==> config.mk <==
export PLATFORM = sky130hd
export DESIGN_NAME = spf_top
export DESIGN_NICKNAME = d
export VERILOG_FILES = /design/src/spf_pkg.sv /design/src/spf_top.sv /design/src/spf_sync.sv /design/src/spf_pad.sv
export SDC_FILE = /design/constraint.sdc
export NUM_CORES = 1
export LEC_CHECK = 0
export ABC_CLOCK_PERIOD_IN_PS = 4200
export BUFFER_PORTS_ARGS = -buffer_cell sky130_fd_sc_hd__buf_4
export CAP_MARGIN = 30
export CELL_PAD_IN_SITES_DETAIL_PLACEMENT = 0
export CELL_PAD_IN_SITES_GLOBAL_PLACEMENT = 1
export CORE_UTILIZATION = 34
export CTS_BUF_LIST = sky130_fd_sc_hd__clkbuf_2
export DETAILED_ROUTE_END_ITERATION = 8
export PLACE_DENSITY_LB_ADDON = 0.1
export SYNTH_ARGS = -nofsm -noshare
export SYNTH_HDL_FRONTEND = slang
export SYNTH_SLANG_ARGS = --single-unit
==> constraint.sdc <==
create_clock -name i_clk -period 4.2 [get_ports i_clk]
set_input_delay 0.42 -clock i_clk [delete_from_list [all_inputs] [get_ports i_clk]]
set_output_delay 0.42 -clock i_clk [all_outputs]
set_load 0.02 [all_outputs]
==> src/spf_pkg.sv <==
// holds shared constants and carrier structs for the shared pin function select block
// assumes a single system clock and no register bus
package spf_pkg;
	localparam int NUM_IRQ = 16;
	localparam int NUM_PORT_K = 8;
	localparam int NUM_PORT_J = 8;
	localparam int NUM_PORT_M = 3;
	localparam int NUM_TRIG = 3;
	localparam int IDX_K_FREERUN = 6;
	localparam int IDX_K_ADC = 7;
	localparam int IRQ_K_BASE = 0;
	localparam int IRQ_J_BASE = 8;
	localparam int M_RX = 0;
	localparam int M_TX = 1;
	localparam int M_SCK = 2;
	localparam logic RST_PIN_OUT = 1'b0;
	localparam logic RST_PIN_OE = 1'b0;
	localparam logic RST_SYNC = 1'b0;

	// serial channel 7 controls and data from the serial logic
	typedef struct packed {
		logic rx_active;
		logic tx_enable;
		logic ext_clock_mode;
		logic clock_out_enable;
		logic tx_data;
		logic clock_out;
	} spf_serial_s;

	// i2c unit controls from the i2c logic
	typedef struct packed {
		logic enable;
		logic standard_mode;
		logic sda_drive_low;
		logic scl_drive_low;
	} spf_i2c_s;

	// peripheral-side inputs after routing
	typedef struct packed {
		logic serial_rx;
		logic serial_clock_in;
		logic counter1_phase_a;
		logic counter1_phase_b;
		logic counter1_zero_input;
		logic [NUM_TRIG-1:0] pulse_gen_trigger;
		logic i2c_sda_in;
		logic i2c_scl_in;
		logic freerun_clock;
		logic adc_trigger;
	} spf_periph_in_s;
endpackage : spf_pkg

==> src/spf_top.sv <==
// holds the shared pin function select top for port m, l, k and j pins
// assumes peripheral controls arrive on i_clk and pins are asynchronous
`timescale 1ns/10ps

// Function
// - tx pin driven by channel 7 when enabled
// - port m bit is gpio only when unused
// - clock pin to serial in ext/out modes
// - i2c pins open drain to i2c logic when enabled in standard mode
// - i2c disabled: pins are open-drain gpio
// - rx pin level feeds channel 7 receiver
// - sixteen interrupt pins feed detection when enabled
// - freerun clock pin used when selected
// - adc trigger pin passed when selected
// - three counter pins feed counter when enabled
// - trigger pins feed pulse generators 3-5
module spf_top (
	input wire logic i_clk,
	input wire logic i_reset_n,
	input wire spf_pkg::spf_serial_s i_serial,
	input wire spf_pkg::spf_i2c_s i_i2c,
	input wire logic i_counter1_enable,
	input wire logic [spf_pkg::NUM_TRIG-1:0] i_pulse_gen_trig_enable,
	input wire logic [spf_pkg::NUM_IRQ-1:0] i_ext_irq_enable,
	input wire logic i_freerun_ext_clock_sel,
	input wire logic i_adc_ext_trigger_sel,
	input wire logic [spf_pkg::NUM_PORT_M-1:0] i_port_m_out,
	input wire logic [spf_pkg::NUM_PORT_M-1:0] i_port_m_oe,
	input wire logic [1:0] i_port_l_out,
	input wire logic [1:0] i_port_l_oe,
	input wire logic [spf_pkg::NUM_PORT_K-1:0] i_port_k_out,
	input wire logic [spf_pkg::NUM_PORT_K-1:0] i_port_k_oe,
	input wire logic [spf_pkg::NUM_PORT_J-1:0] i_port_j_out,
	input wire logic [spf_pkg::NUM_PORT_J-1:0] i_port_j_oe,
	input wire logic [spf_pkg::NUM_PORT_M-1:0] i_port_m_pin,
	input wire logic [1:0] i_port_l_pin,
	input wire logic [spf_pkg::NUM_PORT_K-1:0] i_port_k_pin,
	input wire logic [spf_pkg::NUM_PORT_J-1:0] i_port_j_pin,
	output logic [spf_pkg::NUM_PORT_M-1:0] o_port_m_pin,
	output logic [spf_pkg::NUM_PORT_M-1:0] o_port_m_pin_oe,
	output logic [1:0] o_port_l_pin,
	output logic [1:0] o_port_l_pin_oe,
	output logic [spf_pkg::NUM_PORT_K-1:0] o_port_k_pin,
	output logic [spf_pkg::NUM_PORT_K-1:0] o_port_k_pin_oe,
	output logic [spf_pkg::NUM_PORT_J-1:0] o_port_j_pin,
	output logic [spf_pkg::NUM_PORT_J-1:0] o_port_j_pin_oe,
	output logic [spf_pkg::NUM_PORT_M-1:0] o_port_m_in,
	output logic [1:0] o_port_l_in,
	output logic [spf_pkg::NUM_PORT_K-1:0] o_port_k_in,
	output logic [spf_pkg::NUM_PORT_J-1:0] o_port_j_in,
	output spf_pkg::spf_periph_in_s o_periph,
	output logic [spf_pkg::NUM_IRQ-1:0] o_ext_irq,
	output logic [spf_pkg::NUM_PORT_M-1:0] o_port_m_gpio
);
	import spf_pkg::*;

	//----------------------------------------
	// reset release
	//----------------------------------------
	logic rst_meta;
	logic rst_n;
	logic next_rst_meta;
	logic next_rst_n;

	// release ripples through two flops so no flop sees it near an edge
	always_comb begin
		next_rst_meta = 1'b1;
		next_rst_n = rst_meta;
	end

	always_ff @(posedge i_clk or negedge i_reset_n) begin
		if (!i_reset_n) begin
			rst_meta <= 1'b0;
			rst_n <= 1'b0;
		end else begin
			rst_meta <= next_rst_meta;
			rst_n <= next_rst_n;
		end
	end

	//----------------------------------------
	// pin input synchronisers
	//----------------------------------------
	logic [NUM_PORT_M-1:0] m_sync;
	logic [1:0] l_sync;
	logic [NUM_PORT_K-1:0] k_sync;
	logic [NUM_PORT_J-1:0] j_sync;

	spf_sync #(.WIDTH(NUM_PORT_M)) u_sync_m (
		.i_clk(i_clk),
		.i_rst_n(rst_n),
		.i_async(i_port_m_pin),
		.o_sync(m_sync)
	);
	spf_sync #(.WIDTH(2)) u_sync_l (
		.i_clk(i_clk),
		.i_rst_n(rst_n),
		.i_async(i_port_l_pin),
		.o_sync(l_sync)
	);
	spf_sync #(.WIDTH(NUM_PORT_K)) u_sync_k (
		.i_clk(i_clk),
		.i_rst_n(rst_n),
		.i_async(i_port_k_pin),
		.o_sync(k_sync)
	);
	spf_sync #(.WIDTH(NUM_PORT_J)) u_sync_j (
		.i_clk(i_clk),
		.i_rst_n(rst_n),
		.i_async(i_port_j_pin),
		.o_sync(j_sync)
	);

	//----------------------------------------
	// function selection
	//----------------------------------------
	logic i2c_on;
	logic [NUM_PORT_M-1:0] m_in_use;
	logic [NUM_PORT_M-1:0] m_periph_sel;
	logic [NUM_PORT_M-1:0] m_periph_out;
	logic [NUM_PORT_M-1:0] m_periph_oe;
	logic [1:0] l_periph_out;
	logic [1:0] l_periph_oe;
	logic sck_in_use;

	// a port m bit is taken when any of its three functions wants it
	function automatic logic pin_taken(input logic serial_use, input logic counter_use,
			input logic trig_use);
		pin_taken = serial_use | counter_use | trig_use;
	endfunction : pin_taken

	always_comb begin
		i2c_on = i_i2c.enable & i_i2c.standard_mode;
		sck_in_use = i_serial.ext_clock_mode | i_serial.clock_out_enable;
		m_in_use[M_RX] = pin_taken(i_serial.rx_active, i_counter1_enable,
			i_pulse_gen_trig_enable[0]);
		m_in_use[M_TX] = pin_taken(i_serial.tx_enable, i_counter1_enable,
			i_pulse_gen_trig_enable[1]);
		m_in_use[M_SCK] = pin_taken(sck_in_use, i_counter1_enable,
			i_pulse_gen_trig_enable[2]);
		// only tx and clock-out drive; input functions leave port driver as set
		m_periph_sel = '0;
		m_periph_sel[M_TX] = i_serial.tx_enable;
		m_periph_sel[M_SCK] = i_serial.clock_out_enable;
		m_periph_out = '0;
		m_periph_out[M_TX] = i_serial.tx_data;
		m_periph_out[M_SCK] = i_serial.clock_out;
		m_periph_oe = m_periph_sel;
		l_periph_out = 2'h0;
		l_periph_oe = {i_i2c.scl_drive_low, i_i2c.sda_drive_low};
	end

	//----------------------------------------
	// output pads
	//----------------------------------------
	genvar g;
	generate
		for (g = 0; g < NUM_PORT_M; g++) begin : g_pad_m
			spf_pad u_pad (
				.i_clk(i_clk),
				.i_rst_n(rst_n),
				.i_periph_sel(m_periph_sel[g]),
				.i_periph_out(m_periph_out[g]),
				.i_periph_oe(m_periph_oe[g]),
				.i_port_out(i_port_m_out[g]),
				.i_port_oe(i_port_m_oe[g]),
				.i_open_drain(1'b0),
				.o_pin_out(o_port_m_pin[g]),
				.o_pin_oe(o_port_m_pin_oe[g])
			);
		end
		for (g = 0; g < 2; g++) begin : g_pad_l
			spf_pad u_pad (
				.i_clk(i_clk),
				.i_rst_n(rst_n),
				.i_periph_sel(i2c_on),
				.i_periph_out(l_periph_out[g]),
				.i_periph_oe(l_periph_oe[g]),
				.i_port_out(i_port_l_out[g]),
				.i_port_oe(i_port_l_oe[g]),
				.i_open_drain(1'b1),
				.o_pin_out(o_port_l_pin[g]),
				.o_pin_oe(o_port_l_pin_oe[g])
			);
		end
		for (g = 0; g < NUM_PORT_K; g++) begin : g_pad_k
			spf_pad u_pad (
				.i_clk(i_clk),
				.i_rst_n(rst_n),
				.i_periph_sel(1'b0),
				.i_periph_out(1'b0),
				.i_periph_oe(1'b0),
				.i_port_out(i_port_k_out[g]),
				.i_port_oe(i_port_k_oe[g]),
				.i_open_drain(1'b0),
				.o_pin_out(o_port_k_pin[g]),
				.o_pin_oe(o_port_k_pin_oe[g])
			);
		end
		for (g = 0; g < NUM_PORT_J; g++) begin : g_pad_j
			spf_pad u_pad (
				.i_clk(i_clk),
				.i_rst_n(rst_n),
				.i_periph_sel(1'b0),
				.i_periph_out(1'b0),
				.i_periph_oe(1'b0),
				.i_port_out(i_port_j_out[g]),
				.i_port_oe(i_port_j_oe[g]),
				.i_open_drain(1'b0),
				.o_pin_out(o_port_j_pin[g]),
				.o_pin_oe(o_port_j_pin_oe[g])
			);
		end
	endgenerate

	//----------------------------------------
	// inputs toward peripherals and port registers
	//----------------------------------------
	spf_periph_in_s periph;
	spf_periph_in_s next_periph;
	logic [NUM_IRQ-1:0] irq;
	logic [NUM_IRQ-1:0] next_irq;
	logic [NUM_IRQ-1:0] irq_pins;
	logic [NUM_PORT_M-1:0] m_in;
	logic [1:0] l_in;
	logic [NUM_PORT_K-1:0] k_in;
	logic [NUM_PORT_J-1:0] j_in;
	logic [NUM_PORT_M-1:0] m_gpio;
	logic [NUM_PORT_M-1:0] next_m_gpio;

	always_comb begin
		irq_pins = {j_sync, k_sync};
		next_irq = irq_pins & i_ext_irq_enable;
		next_periph = '0;
		next_periph.serial_rx = m_sync[M_RX] & i_serial.rx_active;
		next_periph.serial_clock_in = m_sync[M_SCK] & i_serial.ext_clock_mode;
		next_periph.counter1_phase_a = m_sync[M_RX] & i_counter1_enable;
		next_periph.counter1_phase_b = m_sync[M_TX] & i_counter1_enable;
		next_periph.counter1_zero_input = m_sync[M_SCK] & i_counter1_enable;
		next_periph.pulse_gen_trigger = m_sync & i_pulse_gen_trig_enable;
		// released bus lines read high
		next_periph.i2c_sda_in = i2c_on ? l_sync[0] : 1'b1;
		next_periph.i2c_scl_in = i2c_on ? l_sync[1] : 1'b1;
		next_periph.freerun_clock = k_sync[IDX_K_FREERUN] & i_freerun_ext_clock_sel;
		next_periph.adc_trigger = k_sync[IDX_K_ADC] & i_adc_ext_trigger_sel;
		next_m_gpio = ~m_in_use;
	end

	always_ff @(posedge i_clk or negedge rst_n) begin
		if (!rst_n) begin
			periph <= '0;
			irq <= '0;
			m_gpio <= '1;
		end else begin
			periph <= next_periph;
			irq <= next_irq;
			m_gpio <= next_m_gpio;
		end
	end

	//----------------------------------------
	// port data read path
	//----------------------------------------
	logic [NUM_PORT_M-1:0] next_m_in;
	logic [1:0] next_l_in;
	logic [NUM_PORT_K-1:0] next_k_in;
	logic [NUM_PORT_J-1:0] next_j_in;

	// port reads see the pin whatever function holds it
	always_comb begin
		next_m_in = m_sync;
		next_l_in = l_sync;
		next_k_in = k_sync;
		next_j_in = j_sync;
	end

	always_ff @(posedge i_clk or negedge rst_n) begin
		if (!rst_n) begin
			m_in <= '0;
			l_in <= '0;
			k_in <= '0;
			j_in <= '0;
		end else begin
			m_in <= next_m_in;
			l_in <= next_l_in;
			k_in <= next_k_in;
			j_in <= next_j_in;
		end
	end

	assign o_periph = periph;
	assign o_ext_irq = irq;
	assign o_port_m_gpio = m_gpio;
	assign o_port_m_in = m_in;
	assign o_port_l_in = l_in;
	assign o_port_k_in = k_in;
	assign o_port_j_in = j_in;
endmodule : spf_top

==> src/spf_sync.sv <==
// holds a two-flop synchroniser array for pin inputs
// assumes an active-low asynchronous reset already released synchronously
`timescale 1ns/10ps
module spf_sync #(
	parameter int WIDTH = 1
) (
	input wire logic i_clk,
	input wire logic i_rst_n,
	input wire logic [WIDTH-1:0] i_async,
	output logic [WIDTH-1:0] o_sync
);
	import spf_pkg::*;
	logic [WIDTH-1:0] stage1;
	logic [WIDTH-1:0] stage2;
	logic [WIDTH-1:0] next_stage1;
	logic [WIDTH-1:0] next_stage2;

	always_comb begin
		next_stage1 = i_async;
		next_stage2 = stage1;
	end

	always_ff @(posedge i_clk or negedge i_rst_n) begin
		if (!i_rst_n) begin
			stage1 <= {WIDTH{RST_SYNC}};
			stage2 <= {WIDTH{RST_SYNC}};
		end else begin
			stage1 <= next_stage1;
			stage2 <= next_stage2;
		end
	end

	assign o_sync = stage2;
endmodule : spf_sync

==> src/spf_pad.sv <==
// holds one shared pad cell: port or peripheral output select with registered drive
// assumes the select and data inputs are on the system clock
`timescale 1ns/10ps
module spf_pad (
	input wire logic i_clk,
	input wire logic i_rst_n,
	input wire logic i_periph_sel,
	input wire logic i_periph_out,
	input wire logic i_periph_oe,
	input wire logic i_port_out,
	input wire logic i_port_oe,
	input wire logic i_open_drain,
	output logic o_pin_out,
	output logic o_pin_oe
);
	import spf_pkg::*;
	logic pin_out;
	logic pin_oe;
	logic next_pin_out;
	logic next_pin_oe;
	logic sel_out;
	logic sel_oe;

	always_comb begin
		sel_out = i_periph_sel ? i_periph_out : i_port_out;
		sel_oe = i_periph_sel ? i_periph_oe : i_port_oe;
		// open drain drives only low
		if (i_open_drain) begin
			next_pin_out = 1'b0;
			next_pin_oe = sel_oe & ~sel_out;
		end else begin
			next_pin_out = sel_out;
			next_pin_oe = sel_oe;
		end
	end

	always_ff @(posedge i_clk or negedge i_rst_n) begin
		if (!i_rst_n) begin
			pin_out <= RST_PIN_OUT;
			pin_oe <= RST_PIN_OE;
		end else begin
			pin_out <= next_pin_out;
			pin_oe <= next_pin_oe;
		end
	end

	assign o_pin_out = pin_out;
	assign o_pin_oe = pin_oe;
endmodule : spf_pad

Word-level counts from Yosys, hierarchy flattened
Cells that the tools add are included.
{"block": "classes", "n_mux": 10, "multipliers": 0, "n_shift": 0, "bitwise_logic": 22, "add_sub_neg": 0, "reduce_logical": 0, "n_div": 0, "n_eq_ne": 0, "magnitude_cmp": 0}
{"cell": "16-bit bitwise AND", "count": 1}
{"cell": "1-bit bitwise AND", "count": 10}
{"cell": "1-bit two-way mux", "count": 10}
{"cell": "1-bit OR", "count": 7}
{"cell": "3-bit bitwise AND", "count": 1}
{"cell": "3-bit NOT", "count": 1}
{"cell": "1-bit NOT", "count": 2}
{"block": "word_totals", "ram_bits": 0, "latchBits": 0, "mem_count": 0, "output_inout_bits": 94, "mem_bits_ro": 0, "regBits": 136, "input_bits": 97}

Logic depth before layout (Yosys ltp)
{"block": "depth", "ltp_word": 4, "ltp_mapped": 2, "ltp_nobuf": 2}

By module
Synthesis repeated with hierarchy kept, for this count alone.
{"block": "hier_totals", "hier_cells": 256, "hier_area_um2": 4673.2}
{"mod": "spf_pad", "cells_each": 6, "n_inst": 21, "area_per_inst_um2": 97.6}
{"mod": "spf_top", "cells_each": 88, "n_inst": 1, "area_per_inst_um2": 1572.8}
{"mod": "spf_sync at u_sync_j ...", "cells_each": 16, "n_inst": 2, "area_per_inst_um2": 400.4}
{"mod": "spf_sync at u_sync_m", "cells_each": 6, "n_inst": 1, "area_per_inst_um2": 150.1}
{"mod": "spf_sync at u_sync_l", "cells_each": 4, "n_inst": 1, "area_per_inst_um2": 100.1}

Worst setup path before layout
No wires, ideal clock.
{"block": "synth_timing", "path_kind": "register to output", "startpoint": "reg m_gpio[0] (netlist: o_port_m_gpio[0])", "endpoint": "out o_port_m_gpio[0] in the netlist's numbering", "setup_slack_ps": 3226, "path_stages_with_launch": 1, "required_time_ps": 3780, "arrival_time_ps": 554, "cell_sequence": "dfstp_2"}
{"element": "start: declaration", "line_no": "spf_top.sv:228", "rtl": "logic [NUM_PORT_M-1:0] m_gpio;"}
{"element": "start signal: assignment", "line_no": "spf_top.sv:257", "rtl": "m_gpio <= next_m_gpio;"}
{"element": "end: declaration", "line_no": "spf_top.sv:53", "rtl": "output logic [spf_pkg::NUM_PORT_M-1:0] o_port_m_gpio"}
No word-level cell between the ends.

Final worst setup path
{"block": "layout_timing", "startpoint": "in i_i2c[3] in the netlist's numbering", "endpoint": "reg g_pad_l[0].u_pad.pin_oe"}
{"block": "layout_via", "elab_chain_len": 4}
{"element": "start: declaration", "line_no": "spf_top.sv:21", "rtl": "input wire spf_pkg::spf_i2c_s i_i2c,"}
{"element": "1-bit bitwise AND (*)", "line_no": "spf_top.sv:133", "rtl": "i2c_on = i_i2c.enable & i_i2c.standard_mode;"}
{"element": "1-bit two-way mux", "line_no": "spf_pad.sv:25", "rtl": "sel_out = i_periph_sel ? i_periph_out : i_port_out;"}
{"element": "1-bit NOT", "line_no": "spf_pad.sv:30", "rtl": "next_pin_oe = sel_oe & ~sel_out;"}
{"element": "1-bit bitwise AND (*)", "line_no": "spf_pad.sv:30"}
{"element": "named net g_pad_l[0].u_pad.next_pin_oe", "line_no": "spf_pad.sv:20", "rtl": "logic next_pin_oe;"}
{"element": "end signal: assignment", "line_no": "spf_pad.sv:43", "rtl": "pin_oe <= next_pin_oe;"}
{"element": "end: declaration", "line_no": "spf_pad.sv:18", "rtl": "logic pin_oe;"}
The timed path passes the listed nets; every way through them passes the cells marked *.

==> flow_metrics.py <==
metrics = {
    "status": {
        "status": "complete, no violations",
    },
    "run": {
        "max_cap_violations": 0,
    },
    "power_and_ir_drop": {
        "p_seq_share_pct": 56.6,
        "peakVddDrop_mv": 0.2404,
        "p_switching_mw": 0.5855,
        "clkPwrFrac_pct": 30.2,
        "power_density_nw_per_um2": 375.9,
        "p_leak_nw": 3.236,
        "p_int_mw": 1.888,
        "swShare_pct": 23.67,
        "p_comb_share_pct": 13.2,
    },
    "critical_path": {
        "worst-setup-path-type": "input pin to flop",
        "critPathCaptureType": "flop",
        "start_kind": "input pin",
        "arrival_ns": 2.38,
        "worstPathRequired_ns": 4.75,
        "worst-path-max-fanout": 3,
    },
    "final_layout": {
        "drive_gt1_share_pct": 45.53,
        "fill_cells": 926,
        "final_common_cell": "buf_4",
        "syn_to_final_growth_pct": 63.73,
        "layout_common_cells": "188 x buf_4, 132 x dfrtp_1, 100 x dlygate4sd3_1, 26 x and2_1, 19 x clkbuf_2",
        "finalNetCount": 587,
        "regArea_um2": 3411,
        "diodes": 0,
        "multiInputGateArea_um2": 300.3,
    },
    "yosys": {
        "synthSimpleGateAreaFrac_pct": 6.009,
        "synth_top_cell_area_share_pct": 82.81,
        "postSynthCellCount": 222,
        "syn-cell-area_um2": 4019,
        "synth-adder-area-share_pct": 0,
        "synth_area_leaders": "dfrtp_1 83%, buf_4 7.8%, and2_1 4.0%, dfstp_2 2.0%, mux2_4 0.75%",
        "synth_top_cell_by_area": "dfrtp_1",
        "ys_warn_count": 0,
        "synth_area_per_cell_um2": 18.10,
        "synth_xor_xnor_area_share_pct": 0,
        "synth_compound_area_share_pct": 0.4359,
        "synth_cell_type_count": 14,
        "synth.ff_latch_count": 136,
        "ys_seq_area_share_pct": 84.78,
        "synth_top_family_by_area": "buffers and inverters",
        "muxShareOfSynthArea_pct": 0.7472,
    },
    "global_route": {
        "grt_max_degree": 73,
        "grt_pass1_vias": 2732,
        "grt.overflow.total": 0,
        "grt_pass1_wl_um": 13030,
        "grt.total_usage_pct": 14.20,
        "antenna_found_initial": 0,
    },
    "clock_tree": {
        "cts_tree": "done",
        "clk_path_buf_depth": 2,
        "numCtsBuffers": 17,
        "htree_levels": 4,
        "clockRootBuffer": "clkbuf_2",
        "cts.clk_slew.worst_paths_ns": 0.17,
        "clk_latency_ns": 0.66,
        "cts.sinks": 136,
    },
    "timing": {
        "finClkSkew_ns": 0.01632,
        "drv_slew": 0,
        "whs_ns": 0.1766,
        "max_clock_freq_mhz": 546.2,
        "setup_viol": 0,
        "period_needed_ns": 1.831,
        "hold_violations": 0,
        "rsz0062_at_grt": "no",
        "finalSetupTns_ns": 0,
        "min_period_over_period_pct": 43.59,
        "post-route-worst-setup-slack_ns": 2.369,
    },
    "floorplanning": {
        "die_x_um": 110.7,
        "die_h_um": 110.7,
        "die-area_um2": 12260,
        "pin_count": 191,
        "initial_core_util_pct": 35.05,
        "core_um2": 11470,
        "rows": 39,
    },
    "placed_design": {
        "gp_congestion": 0.7053,
        "dp_slack_ns": 3.034,
        "dpl.hpwl_um": 4966,
        "portBuffers": 188,
    },
    "detailed_routing": {
        "drtPass1Iterations": 3,
        "postRouteAntennaNets": 0,
        "drt_iter0_markers": 77,
        "wire_per_inst_um": 12.26,
        "vias_per_cell": 3.985,
        "totalWireLength_um": 7919,
        "routed-via-count": 2574,
        "drc": 0,
    },
    "min_path": {
        "hp-class": "flop to asynchronous set/reset pin",
    },
}
## final timing paths
path	cells past startpoint	from	end	slack [ns]
setup / recovery	6	i_i2c[3]	g_pad_l[0].u_pad.o_pin_oe$_DFF_PN0_	2.37
hold / removal	0	rst_n$_DFF_PN0_	u_sync_j.next_stage2[3]$_DFF_PN0_	0.18
setup reg to reg	2	rst_n$_DFF_PN0_	o_port_m_gpio[1]$_DFF_PN1_	3.09
hold reg to reg	0	rst_n$_DFF_PN0_	u_sync_j.next_stage2[3]$_DFF_PN0_	0.18
max in group asynchronous	2	rst_n$_DFF_PN0_	o_port_m_gpio[1]$_DFF_PN1_	3.09
min in group i_clk	0	u_sync_k.next_stage2[7]$_DFF_PN0_	u_sync_k.o_sync[7]$_DFF_PN0_	0.36
## sequential cells by signal (all words and copies together), names as in the netlist, 8 cells and up
register and count:
o_ext_irq 16, o_periph 12, g_pad_j.u_pad.o_pin_oe 8, g_pad_j.u_pad.o_pin_out 8, g_pad_k.u_pad.o_pin_oe 8, g_pad_k.u_pad.o_pin_out 8, o_port_j_in 8, o_port_k_in 8
u_sync_j.next_stage2 8, u_sync_j.o_sync 8, u_sync_k.next_stage2 8, u_sync_k.o_sync 8
## metrics by stage
step                      power (mW)  utilization (%)  instances  cell area, um2
after floorplan                1.546                -        223            4023
after global placement         1.671            46.40        513            5321
after detailed placement       1.679            46.64        514            5349
after CTS                      2.514            57.29        645            6570
after global routing           2.604            57.38        646            6580
final                          2.474            57.38        646            6580
## power by group through the flow
stage	Clock (mW)	Sequential, mW	Combinational (mW)
2_1_floorplan	0	1.47	0.0772
3_3_place_gp	0	1.44	0.235
3_5_place_dp	0	1.42	0.254
4_1_cts	0.785	1.40	0.329
5_1_grt	0.847	1.41	0.349
6_report	0.748	1.40	0.326
## per-layer routing
| metal | up-vias | share of wire (%) | wire, um | track usage, % |
|---|---|---|---|---|
| met2 | 118 | 52 | 4097 | 22.98 |
| met3 | 16 | 7.7 | 606 | 6.124 |
| met4 | 0 | 2.6 | 205 | 8.089 |
| met5 | - | 0 | 0 | 0 |
| met1 | 1255 | 38 | 3010 | 15.62 |
| li1 | 1185 | - | - | - |
## kinds of logic (layout without fill, tap and decap cells)
kind of cell           count (synthesis)  count (layout)
muxes                                  2               2
DFF                                  136             136
and+or+nand+nor                       38              38
buffers and inverters                 42             322
AOI/OAI and AO/OA                      2               2
other                                  2               3
## worst max-delay path, cell delays in order
cell           delay (ns)
dlygate4sd3_1        0.54
buf_4                0.15
nand3_1              0.09
dlygate4sd3_1        0.58
o21ai_2              0.06
dlygate4sd3_1        0.54
## what timing repair did
item | 4_1_cts | 5_1_grt
setup buffers | 0 | 0
resized for setup | 0 | 0
hold buffers | 99 | 1
endpoints found under the hold margin | 94 | 1
## cell usage after synthesis, drive strengths merged
cell,instances
buf,42
nand2b,4
nor4,1
o21ai,2
or2,2
nor3,2
nand3,2
conb,2
mux2,2
dfstp,3
dfrtp,133
and2,27
## layout make-up
cell class | instances | share of cell area (%)
Multi-Input combinational cell | 45 | 4.564
Sequential cell | 136 | 51.83
Clock buffer | 19 | 1.445
Timing Repair Buffer | 290 | 37.38
Clock inverter | 13 | 2.054
Tap cell | 143 | 2.719
No activity file was read; power rests on OpenSTA's default activity.
